`src/rtl/pll_sync_config_regs.vh`:
```
// register offsets, field positions, reset values for the pll and sync config bank
// assumes 8-bit registers on a byte-addressed serial control port
`ifndef PLL_SYNC_CONFIG_REGS_VH
`define PLL_SYNC_CONFIG_REGS_VH
`define ADDR_W                    7
`define OFS_PLL_ENABLE_BAND_CTRL  7'h0a
`define OFS_PLL_LOOP_PUMP_CTRL    7'h0c
`define OFS_PLL_DIVIDER_CTRL      7'h0d
`define OFS_PLL_LOCK_VOLTAGE_STAT 7'h0e
`define OFS_PLL_BAND_STAT         7'h0f
`define OFS_SYNC_MODE_CTRL        7'h10
`define RST_PLL_ENABLE_BAND_CTRL  8'h40
`define RST_PLL_LOOP_PUMP_CTRL    8'hd1
`define RST_PLL_DIVIDER_CTRL      8'hd9
`define RST_SYNC_MODE_CTRL        8'h48
`define MASK_PLL_ENABLE_BAND_CTRL 8'hff
`define MASK_PLL_LOOP_PUMP_CTRL   8'hff
`define MASK_PLL_DIVIDER_CTRL     8'hdf
`define MASK_SYNC_MODE_CTRL       8'hcf
`define BIT_PLL_ENABLE            7
`define BIT_MANUAL_BAND           6
`define BIT_XPOINT_EN             4
`define BIT_LOCK                  7
`define BIT_SYNC_ENABLE           7
`define BIT_SYNC_DATA_RATE        6
`define BIT_SYNC_RISING           3
`define AVG_CODE_MAX              3'h5
`endif

```
`src/rtl/clock_ratio_divider.v`:
```
// one-cycle enable pulse every 2**(code+1) clocks; a divider used for the controller clock ratio
// assumes code is a quasi-static register value on the same clock
`timescale 1ns/1ps
module clock_ratio_divider #(
  parameter W = 5
) (
  input  wire       ref_clk_i,
  input  wire       reset_i,
  input  wire       run_i,
  input  wire [1:0] code_i,
  output reg        tick_o
);
  reg [W-1:0] cnt_ff;
  // shift amount is three bits wide so that code 3 gives 16 and does not wrap to 1
  wire [W-1:0] last = (({{(W-1){1'b0}},1'b1}) << ({1'b0, code_i} + 3'd1)) - {{(W-1){1'b0}},1'b1};
  // count to ratio-1 then pulse
  always @(posedge ref_clk_i) begin
    if (reset_i || !run_i) begin
      cnt_ff <= {W{1'b0}};
      tick_o <= 1'b0;
    end else if (cnt_ff >= last) begin
      cnt_ff <= {W{1'b0}};
      tick_o <= 1'b1;
    end else begin
      cnt_ff <= cnt_ff + {{(W-1){1'b0}},1'b1};
      tick_o <= 1'b0;
    end
  end
endmodule

```
`src/rtl/pll_sync_config.v`:
```
// pll and multichip sync configuration/status register bank on the serial control port
// assumes a port decoder gives one-cycle write/read strobes with an address; status inputs
// from the analog pll and sync edge input are asynchronous and are synchronised here
// Operation
// RULE_01: pll enable bit 7 of first pll control turns on multiplier; resets zero.
// RULE_02: manual-band bit, reset one, makes device use software band.
// RULE_03: six-bit manual band field in first pll control, reset zero.
// RULE_04: loop bandwidth bits 7:5 of second control, codes 000..110, reset 110.
// RULE_05: five-bit charge pump current, 00000 lowest to 11111 highest, reset 10001.
// RULE_06: controller clock divider bits 7:6 gives ratio 2,4,8,16; reset 3.
// RULE_07: software keeps controller clock below 80 MHz.
// RULE_08: bit 4 of third control enables cross-point controller, reset one.
// RULE_09: oscillator divider bits 3:2 gives ratio 1,2,4; reset 10.
// RULE_10: loop divider bits 1:0 gives ratio 2,4,8,16; reset 01.
// RULE_11: status bit 7 reads high while pll tracks reference, read only.
// RULE_12: status low four bits return oscillator control voltage code.
// RULE_13: second status low six bits return band in use.
// RULE_14: sync control bit 7 enables synchronisation logic, reset zero.
// RULE_15: bit 6 picks fifo-reset rate (0) or data rate (1), reset one.
// RULE_16: bit 3 picks falling (0) or rising (1) sync edge, reset one.
// RULE_17: three-bit averaging field gives 2**code samples up to 32, reset zero.
// RULE_18: unlisted bits read zero, ignore writes; status ignores writes.
`timescale 1ns/1ps
`include "pll_sync_config_regs.vh"
module pll_sync_config (
  input  wire                 ref_clk_i,
  input  wire                 reset_i,
  input  wire                 wr_en_i,
  input  wire                 rd_en_i,
  input  wire [`ADDR_W-1:0]   addr_i,
  input  wire [7:0]           wr_data_i,
  output reg  [7:0]           rd_data_o,
  output reg                  rd_valid_o,
  input  wire                 pll_lock_i,
  input  wire [3:0]           vco_voltage_i,
  input  wire [5:0]           auto_band_i,
  input  wire                 sync_in_i,
  output wire                 pll_enable_o,
  output wire                 manual_band_o,
  output wire [5:0]           band_select_o,
  output wire [2:0]           loop_bandwidth_o,
  output wire [4:0]           charge_pump_o,
  output wire [1:0]           controller_clock_divider_o,
  output wire                 xpoint_enable_o,
  output wire [1:0]           oscillator_output_divider_o,
  output wire [1:0]           loop_feedback_divider_o,
  output wire                 controller_clock_tick_o,
  output wire                 sync_enable_o,
  output wire                 sync_data_rate_o,
  output reg                  sync_trigger_o,
  output wire [5:0]           sync_samples_o
);
  reg [7:0] ctrl1_ff;
  reg [7:0] ctrl2_ff;
  reg [7:0] ctrl3_ff;
  reg [7:0] sync1_ff;
  reg       lock_s1_ff;
  reg       lock_ff;
  reg [3:0] volt_s1_ff;
  reg [3:0] volt_s2_ff;
  reg [3:0] volt_ff;
  reg [5:0] band_s2_ff;
  reg [5:0] band_s1_ff;
  reg [5:0] band_ff;
  reg       sync_s1_ff;
  reg       sync_s2_ff;
  reg       sync_prev_ff;
  reg [7:0] nxt_rd_data;
  wire [5:0] band_in_use;

  // writable registers; masks clear unlisted bits, status offsets not decoded for writes
  always @(posedge ref_clk_i) begin
    if (reset_i) begin
      ctrl1_ff <= `RST_PLL_ENABLE_BAND_CTRL; // [RULE_01] [RULE_02] [RULE_03]
      ctrl2_ff <= `RST_PLL_LOOP_PUMP_CTRL;   // [RULE_04] [RULE_05]
      ctrl3_ff <= `RST_PLL_DIVIDER_CTRL;     // [RULE_06] [RULE_08] [RULE_09] [RULE_10]
      sync1_ff <= `RST_SYNC_MODE_CTRL;       // [RULE_14] [RULE_15] [RULE_16] [RULE_17]
    end else if (wr_en_i) begin
      case (addr_i)
        `OFS_PLL_ENABLE_BAND_CTRL: ctrl1_ff <= wr_data_i & `MASK_PLL_ENABLE_BAND_CTRL;
        `OFS_PLL_LOOP_PUMP_CTRL:   ctrl2_ff <= wr_data_i & `MASK_PLL_LOOP_PUMP_CTRL;
        `OFS_PLL_DIVIDER_CTRL:     ctrl3_ff <= wr_data_i & `MASK_PLL_DIVIDER_CTRL; // [RULE_18]
        `OFS_SYNC_MODE_CTRL:       sync1_ff <= wr_data_i & `MASK_SYNC_MODE_CTRL;   // [RULE_18]
        default: ;                                                                 // [RULE_18]
      endcase
    end
  end

  // two-flop synchronisers for analog status and the sync pin
  always @(posedge ref_clk_i) begin
    if (reset_i) begin
      lock_s1_ff   <= 1'b0;
      lock_ff      <= 1'b0;
      volt_s1_ff   <= 4'h0;
      volt_s2_ff   <= 4'h0;
      volt_ff      <= 4'h0;
      band_s1_ff   <= 6'h00;
      band_s2_ff   <= 6'h00;
      band_ff      <= 6'h00;
      sync_s1_ff   <= 1'b0;
      sync_s2_ff   <= 1'b0;
      sync_prev_ff <= 1'b0;
    end else begin
      lock_s1_ff   <= pll_lock_i;
      lock_ff      <= lock_s1_ff;
      // multi-bit words: take a value only once two synced samples agree,
      // so a word caught mid-change never reaches the read mux
      volt_s1_ff   <= vco_voltage_i;
      volt_s2_ff   <= volt_s1_ff;
      if (volt_s2_ff == volt_s1_ff) begin
        volt_ff <= volt_s2_ff;
      end
      band_s1_ff   <= auto_band_i;
      band_s2_ff   <= band_s1_ff;
      if (band_s2_ff == band_s1_ff) begin
        band_ff <= band_s2_ff;
      end
      sync_s1_ff   <= sync_in_i;
      sync_s2_ff   <= sync_s1_ff;
      sync_prev_ff <= sync_s2_ff;
    end
  end

  // band in use: software band in manual mode, else the calibrated one
  assign band_in_use = ctrl1_ff[`BIT_MANUAL_BAND] ? ctrl1_ff[5:0] : band_ff; // [RULE_02]

  // read mux; lock only meaningful while pll runs
  always @* begin
    nxt_rd_data = 8'h00; // [RULE_18]
    case (addr_i)
      `OFS_PLL_ENABLE_BAND_CTRL:  nxt_rd_data = ctrl1_ff;
      `OFS_PLL_LOOP_PUMP_CTRL:    nxt_rd_data = ctrl2_ff;
      `OFS_PLL_DIVIDER_CTRL:      nxt_rd_data = ctrl3_ff;
      `OFS_PLL_LOCK_VOLTAGE_STAT: nxt_rd_data = {lock_ff & ctrl1_ff[`BIT_PLL_ENABLE], 3'h0,
                                                 volt_ff};          // [RULE_11] [RULE_12]
      `OFS_PLL_BAND_STAT:         nxt_rd_data = {2'h0, band_in_use}; // [RULE_13]
      `OFS_SYNC_MODE_CTRL:        nxt_rd_data = sync1_ff;
      default:                    nxt_rd_data = 8'h00;
    endcase
  end

  // registered read data, one cycle after the strobe
  always @(posedge ref_clk_i) begin
    if (reset_i) begin
      rd_data_o  <= 8'h00;
      rd_valid_o <= 1'b0;
    end else begin
      rd_valid_o <= rd_en_i;
      if (rd_en_i) begin
        rd_data_o <= nxt_rd_data;
      end
    end
  end

  // sync trigger on the selected edge while enabled
  always @(posedge ref_clk_i) begin
    if (reset_i) begin
      sync_trigger_o <= 1'b0;
    end else begin
      sync_trigger_o <= sync1_ff[`BIT_SYNC_ENABLE] &                           // [RULE_14]
                        (sync1_ff[`BIT_SYNC_RISING] ? (sync_s2_ff & ~sync_prev_ff)
                                                    : (~sync_s2_ff & sync_prev_ff)); // [RULE_16]
    end
  end

  // field outputs
  assign pll_enable_o                = ctrl1_ff[`BIT_PLL_ENABLE];   // [RULE_01]
  assign manual_band_o               = ctrl1_ff[`BIT_MANUAL_BAND];  // [RULE_02]
  assign band_select_o               = ctrl1_ff[5:0];               // [RULE_03]
  assign loop_bandwidth_o            = ctrl2_ff[7:5];               // [RULE_04]
  assign charge_pump_o               = ctrl2_ff[4:0];               // [RULE_05]
  assign controller_clock_divider_o  = ctrl3_ff[7:6];               // [RULE_06]
  assign xpoint_enable_o             = ctrl3_ff[`BIT_XPOINT_EN];    // [RULE_08]
  assign oscillator_output_divider_o = ctrl3_ff[3:2];               // [RULE_09]
  assign loop_feedback_divider_o     = ctrl3_ff[1:0];               // [RULE_10]
  assign sync_enable_o               = sync1_ff[`BIT_SYNC_ENABLE];  // [RULE_14]
  assign sync_data_rate_o            = sync1_ff[`BIT_SYNC_DATA_RATE]; // [RULE_15]
  // averaging count 2**code, codes above 5 clamp to 32
  assign sync_samples_o = (sync1_ff[2:0] > `AVG_CODE_MAX) ? 6'h20
                          : (6'h01 << sync1_ff[2:0]);               // [RULE_17]

  // controller clock enable: ratio 2,4,8,16 of the sample clock (here ref_clk_i)
  clock_ratio_divider #(
    .W (5)
  ) u_ctrl_div (
    .ref_clk_i (ref_clk_i),
    .reset_i   (reset_i),
    .run_i     (ctrl1_ff[`BIT_PLL_ENABLE]),
    .code_i    (ctrl3_ff[7:6]),
    .tick_o    (controller_clock_tick_o)                            // [RULE_06]
  );
endmodule

```
`config.mk`:
```
export PLATFORM = sky130hd
export DESIGN_NAME = pll_sync_config
export DESIGN_NICKNAME = d
export VERILOG_FILES = /design/src/rtl/clock_ratio_divider.v /design/src/rtl/pll_sync_config.v
export VERILOG_INCLUDE_DIRS = /design/src /design/src/rtl
export SDC_FILE = /design/constraint.sdc
export NUM_CORES = 1
export LEC_CHECK = 0
export BUFFER_PORTS_ARGS = -buffer_cell sky130_fd_sc_hd__buf_2
export CAP_MARGIN = 20
export CORE_MARGIN = 2
export CORE_UTILIZATION = 54
export DETAILED_ROUTE_END_ITERATION = 12
export GPL_ROUTABILITY_DRIVEN = 1
export GPL_TIMING_DRIVEN = 0
export MAX_ROUTING_LAYER = met4
export PLACE_DENSITY = 0.88
export SLEW_MARGIN = 20
export SYNTH_ARGS = -nofsm -noshare
export SYNTH_HDL_FRONTEND = slang
export SYNTH_SLANG_ARGS = --single-unit
```
`constraint.sdc`:
```
create_clock -name ref_clk_i -period 1.75 [get_ports ref_clk_i]
set_input_delay 0.175 -clock ref_clk_i [delete_from_list [all_inputs] [get_ports ref_clk_i]]
set_output_delay 0.175 -clock ref_clk_i [all_outputs]
set_load 0.01 [all_outputs]
```
Yosys cells after proc, flatten, opt, wreduce, memory -nomap -nowiden

Index checks and enable logic that the tools add are counted.

Bits in registers: 80
Logic and storage cells: 53

Bitwise logic cells: 6
Mux-type cells: 5
Reductions and logical operators: 7
Magnitude comparators: 2
Add/sub/neg operators: 3
Shifts and indexed selects: 2
Equality and inequality tests: 8

Operators with widths:

| operator                                              | count |
|---|---|
| one-hot mux 8 bit (6 select lines)                    | 1 |
| equality test 7 x 4 -> 1 bit (second input constant)  | 5 |
| two-way mux 6 bit                                     | 2 |
| AND reduction 2 bit                                   | 4 |
| equality test 7 x 5 -> 1 bit (second input constant)  | 1 |
| equality test 6 bit                                   | 1 |
| << shifter 1 x 3 -> 6 bit (first input constant)      | 1 |
| adder 5 x 1 -> 5 bit (second input constant)          | 1 |
| >= comparator 5 bit                                   | 1 |
| << shifter 1 x 3 -> 5 bit (first input constant)      | 1 |
| subtractor 5 x 1 -> 5 bit (second input constant)     | 1 |
| AND 1 bit                                             | 4 |
| equality test 4 bit                                   | 1 |
| adder 2 x 1 -> 3 bit (second input constant)          | 1 |
| greater-than comparator 3 bit (second input constant) | 1 |
| two-way mux 1 bit                                     | 2 |
| inverter 1 bit                                        | 2 |
| OR reduction 2 bit                                    | 1 |
| zero test 1 bit                                       | 1 |
| logical OR 1 bit                                      | 1 |

Logic depth before layout (Yosys ltp)

Depth in word-level cells: 5
Gate-level depth with buffers: 7

Modules after synthesis

Synthesis repeated with hierarchy kept, for this count alone.

Cells, all modules: 351
Area, all modules: 3477.1 um^2

By module, submodules not included:

| module              | seq. area each (um^2) | area each (um^2) | instances | cells an instance |
|---|---|---|---|---|
| pll_sync_config     | 1481.4                | 3114.2           | 1         | 313 |
| clock_ratio_divider | 120.1                 | 362.8            | 1         | 38 |

Least setup slack after synthesis

OpenSTA, ideal clock, no wires.

Path type: register to register
Start: register ctrl3_ff[7]
End: register u_ctrl_div.cnt_ff[2]
Setup time: 64 ps
Arrival: 1584 ps
Path slack: 101 ps
Clock period less this slack: 1649 ps
Data required time: 1686 ps
Stages on the path, launching flop included: 7
Cells stage by stage: dfxtp_1 > nor2_1 > ha_1 > a21o_1 > a21o_1 > o41a_1 > nor2_1

Word-level cells in the longest chain between the ends: 5

RTL lines:

| element                      | line                     | source |
|---|---|---|
| from (decl)                  | pll_sync_config.v:55     | `reg [7:0] ctrl3_ff;` |
| from (signal assigned)       | pll_sync_config.v:76     | `` ctrl3_ff <= `RST_PLL_DIVIDER_CTRL; `` |
| from (signal assigned)       | pll_sync_config.v:82     | `` `OFS_PLL_DIVIDER_CTRL: ctrl3_ff <= wr_data_i & `MASK_PLL_DIVIDER_CTRL; `` |
| adder 2 x 1 -> 3 bit         | clock_ratio_divider.v:15 | `wire [W-1:0] last = (({{(W-1){1'b0}},1'b1}) << ({1'b0, code_i} + 3'd1)) - {{(W-1){1'b0}},1'b1};` |
| << shifter 1 x 3 -> 5 bit    | clock_ratio_divider.v:15 |  |
| subtractor 5 x 1 -> 5 bit    | clock_ratio_divider.v:15 |  |
| >= comparator 5 bit          | clock_ratio_divider.v:21 | `end else if (cnt_ff >= last) begin` |
| OR reduction 2 bit (no line) | -                        |  |
| to (signal assigned)         | clock_ratio_divider.v:19 | `cnt_ff <= {W{1'b0}};` |
| to (signal assigned)         | clock_ratio_divider.v:22 | `cnt_ff <= {W{1'b0}};` |
| to (signal assigned)         | clock_ratio_divider.v:25 | `cnt_ff <= cnt_ff + {{(W-1){1'b0}},1'b1};` |
| to (decl)                    | clock_ratio_divider.v:13 | `reg [W-1:0] cnt_ff;` |

No other way between the ends.
A chain may end at the register's enable or synchronous reset.

Final worst setup path

Start: register ctrl3_ff[7]
End: register u_ctrl_div.cnt_ff[0]

Same word-level chain as after synthesis.

==> qor.txt <==
status: complete, no violations
antenna diode instance count: 0
Final nets: 465
Hold Crit Class: input port to register
Worst-path clk slew: 0.09 ns
Tcrit/Tclk final: 94.83%
CP cell instances: nor2_4 -> ha_4 -> a21o_1 -> a21o_1 -> o41a_1 -> nor2_1
DRT Pass-1 Iters: 4
routability cong.: 0.9777
Port Buf Inserts: 69
flops & latches, synth: 80
CTS tree: built
Avg Vias per Cell: 5.555
RSZ-0062 raised after global routing: false
# IOs: 73
Die Y-Extent: 82.46 um
post-layout util: 68.22%
CP max stage cell: o41a_1
worst slack, placed: -0.1596 ns
CTS sink cnt: 80
Seq pwr share: 53.0%
Gate power share: 6.7%
final setup fails: 0
clk_lat worst skew: 0.37 ns
Rows: 28
post-synthesis cell count: 345
total gr overflow: 0
sequential element share of the synthesized area: 48.17%
HPWL Detailed: 5728 um
clock share of power: 40.3%
switching power total: 894.4 uW
Pwr Density: 877.9 mW/mm^2
setup ws final: 0.09055 ns
Avg Cell Area, Syn: 9.636 sq um
Least-Margin Pin Slew: 0.5608 ns
first-pass GRT wire length: 12,480 um
Final TNS setup: 0 ns
# H-tree levels: 3
final hold vios: 0
Clock Skews: 0.006149 ns
total track usage: 25.53%
number of global-route vias before repair: 2,651
layout overhead on the synthesized area: 21.49%
share of cells above drive strength 1: 24.94%
internal power: 2651 uW
post-synth top area share: 48.17%
CP max stage delay: 0.44 ns
crit end category: register
Vias: 2,822
worst-path maximum fanout: 6
Post-DRT Antenna Nets: 0
Switching Fraction: 25.23%
Worst EP required: 2.05 ns
area of the die: 0.006800 sq mm
fin. max-slew vios: 0
Crit path top cell by count: a21o_1
Yosys top cell by area: dfxtp_1
die boundary width: 82.46 um
EDFF count, synth: 0
pin count of the biggest net entering global routing: 17
TritonCTS Buffers: 9
peak supply drop: 0.0006145 V
total wire length: 7822 um
startpoint types: register
worst hold slack: 0.01128 ns
dominant cells by area after synthesis: dfxtp_1, mux2i_1, nor2_1
Synthesis Warnings: 0
clk root buf: clkbuf_8
average routed wire per standard cell: 15.40 um
synthesized area: 0.003324 sq mm
Crit Path Class: register to register
CORE AREA: 0.005921 sq mm
Synth Flop Type: dfxtp_1
maximum clock path buffer count: 2
DRT iter0 DRCs: 219
Netlist cell types: 46
slew margin rel.: 62.52%
Tmin final: 1.659 ns
initial antenna violation count: 0
# Max-Cap Violations: 0
Initial Util: 56.15%
asr flop ratio synth: 0%
fmax: 602.6 MHz
P_leak: 0.001951 uW
CP arrival: 1.96 ns
Post-route DRC: 0
==> flip-flops by register name, summed over array words and instances (netlist names) <==
register           count
volt_s2_ff             4
lock_s1_ff             1
rd_valid_o             1
band_s2_ff             6
sync1_ff               6
volt_ff                4
rd_data_o              8
band_s1_ff             6
lock_ff                1
ctrl1_ff               8
ctrl2_ff               8
sync_trigger_o         1
volt_s1_ff             4
u_ctrl_div.cnt_ff      5
sync_prev_ff           1
sync_s2_ff             1
band_ff                6
sync_s1_ff             1
u_ctrl_div.tick_o      1
ctrl3_ff               7
==> layout make-up <==
type	instances	area [sq um]
Fill cell	455	1882
Multi-Input combinational cell	235	1632
Sequential cell	80	1608
Timing Repair Buffer	71	360.3
Clock buffer	9	123.9
Tap cell	75	93.84
Clock inverter	7	85.08
Buffer	13	68.82
Inverter	18	67.56
==> cells in the final DEF (no fill, tap or decap), types with 6 or more instances in the layout <==
| cell | count |
|---|---|
| nand3_1 | 9 |
| nor3_1 | 12 |
| clkbuf_1 | 8 |
| xor2_1 | 6 |
| a21oi_1 | 8 |
| nor2_1 | 45 |
| clkbuf_8 | 9 |
| xnor2_1 | 7 |
| nand2_1 | 18 |
| dfxtp_1 | 77 |
| buf_2 | 69 |
| inv_1 | 15 |
| nor2b_1 | 25 |
| mux2i_1 | 37 |
==> stage by stage <==
stage / instances / total power, uW / cell area (sq um)
CTS: 506 / 3551 / 3978
global route: 508 / 3659 / 4039
finish: 508 / 3546 / 4039
floorplan: 346 / 2066 / 3328
detailed placement: 490 / 2153 / 3767
global placement: 490 / 2145 / 3767
==> power by group through the flow <==
stage          Combinational (uW)  Sequential [uW]  Clock [uW]
6_report                      238             1880        1430
3_5_place_dp                  229             1920           0
5_1_grt                       264             1880        1510
2_1_floorplan                 144             1920           0
3_3_place_gp                  223             1920           0
4_1_cts                       232             1880        1440
==> cells in the mapped netlist (all sizes together) (2+ instances only) <==
cell type	count
nor2	47
o22ai	2
mux2i	37
and3	4
a21oi	8
nand2	19
o21ai	4
dfxtp	80
o2bb2ai	5
xor2	6
a221oi	4
ha	6
nor2b	25
nand4	3
nand3	10
nor4	2
nor3	13
a31oi	2
buf	4
o211ai	5
nand2b	2
o221ai	4
clkbuf	9
clkinv	2
xnor2	7
a211o	5
inv	16
a21o	2
==> cells by family (layout without fill, tap and decap cells) <==
logic type | after synthesis | after routing | synth area share (%)
muxes | 38 | 38 | 11.48
DFF | 80 | 80 | 48.17
AOI/OAI and AO/OA | 46 | 46 | 10.24
buffers and inverters | 31 | 118 | 4.065
other | 1 | 2 | 0.1128
and+or+nand+nor | 130 | 130 | 20.25
xor gates and xnor gates | 13 | 13 | 3.425
adders and majority gates | 6 | 6 | 2.258
==> routing by layer <==
metal  up-vias  routed length (um)  track usage (%)
li1       1373                   -                -
met1      1318                3193            29.50
met2       109                3829            41.53
met3        22                 566            5.000
met4         0                 233            14.33
met5         -                   0                -
==> critical path, delay by kind of cell (launching register included) <==
| family | cells | cell delay (ns) |
|---|---|---|
| adders and majority gates | 1 | 0.20 |
| AOI/OAI and AO/OA | 3 | 0.77 |
| DFF | 1 | 0.38 |
| and+or+nand+nor | 2 | 0.24 |
==> final timing paths <==
| kind | cells after the start | from | end | slack, ns |
|---|---|---|---|---|
| max | 6 | ctrl3_ff[7]$_SDFFE_PP1P_ | u_ctrl_div.cnt_ff[0]$_SDFF_PP0_ | 0.09 |
| min | 2 | auto_band_i[1] | band_s1_ff[1]$_SDFF_PP0_ | 0.01 |
| max reg2reg | 6 | ctrl3_ff[7]$_SDFFE_PP1P_ | u_ctrl_div.cnt_ff[0]$_SDFF_PP0_ | 0.09 |
| min reg2reg | 1 | u_ctrl_div.cnt_ff[0]$_SDFF_PP0_ | u_ctrl_div.cnt_ff[0]$_SDFF_PP0_ | 0.44 |
==> what timing repair did <==
item / CTS / global route
setup buffers: 0 / 2
setup endpoints to repair: 5 / 8
gates resized for setup: 1 / 11
hold buffers: 0 / 0
pin swaps: 1 / 5
(Power assumes the default switching activity.)
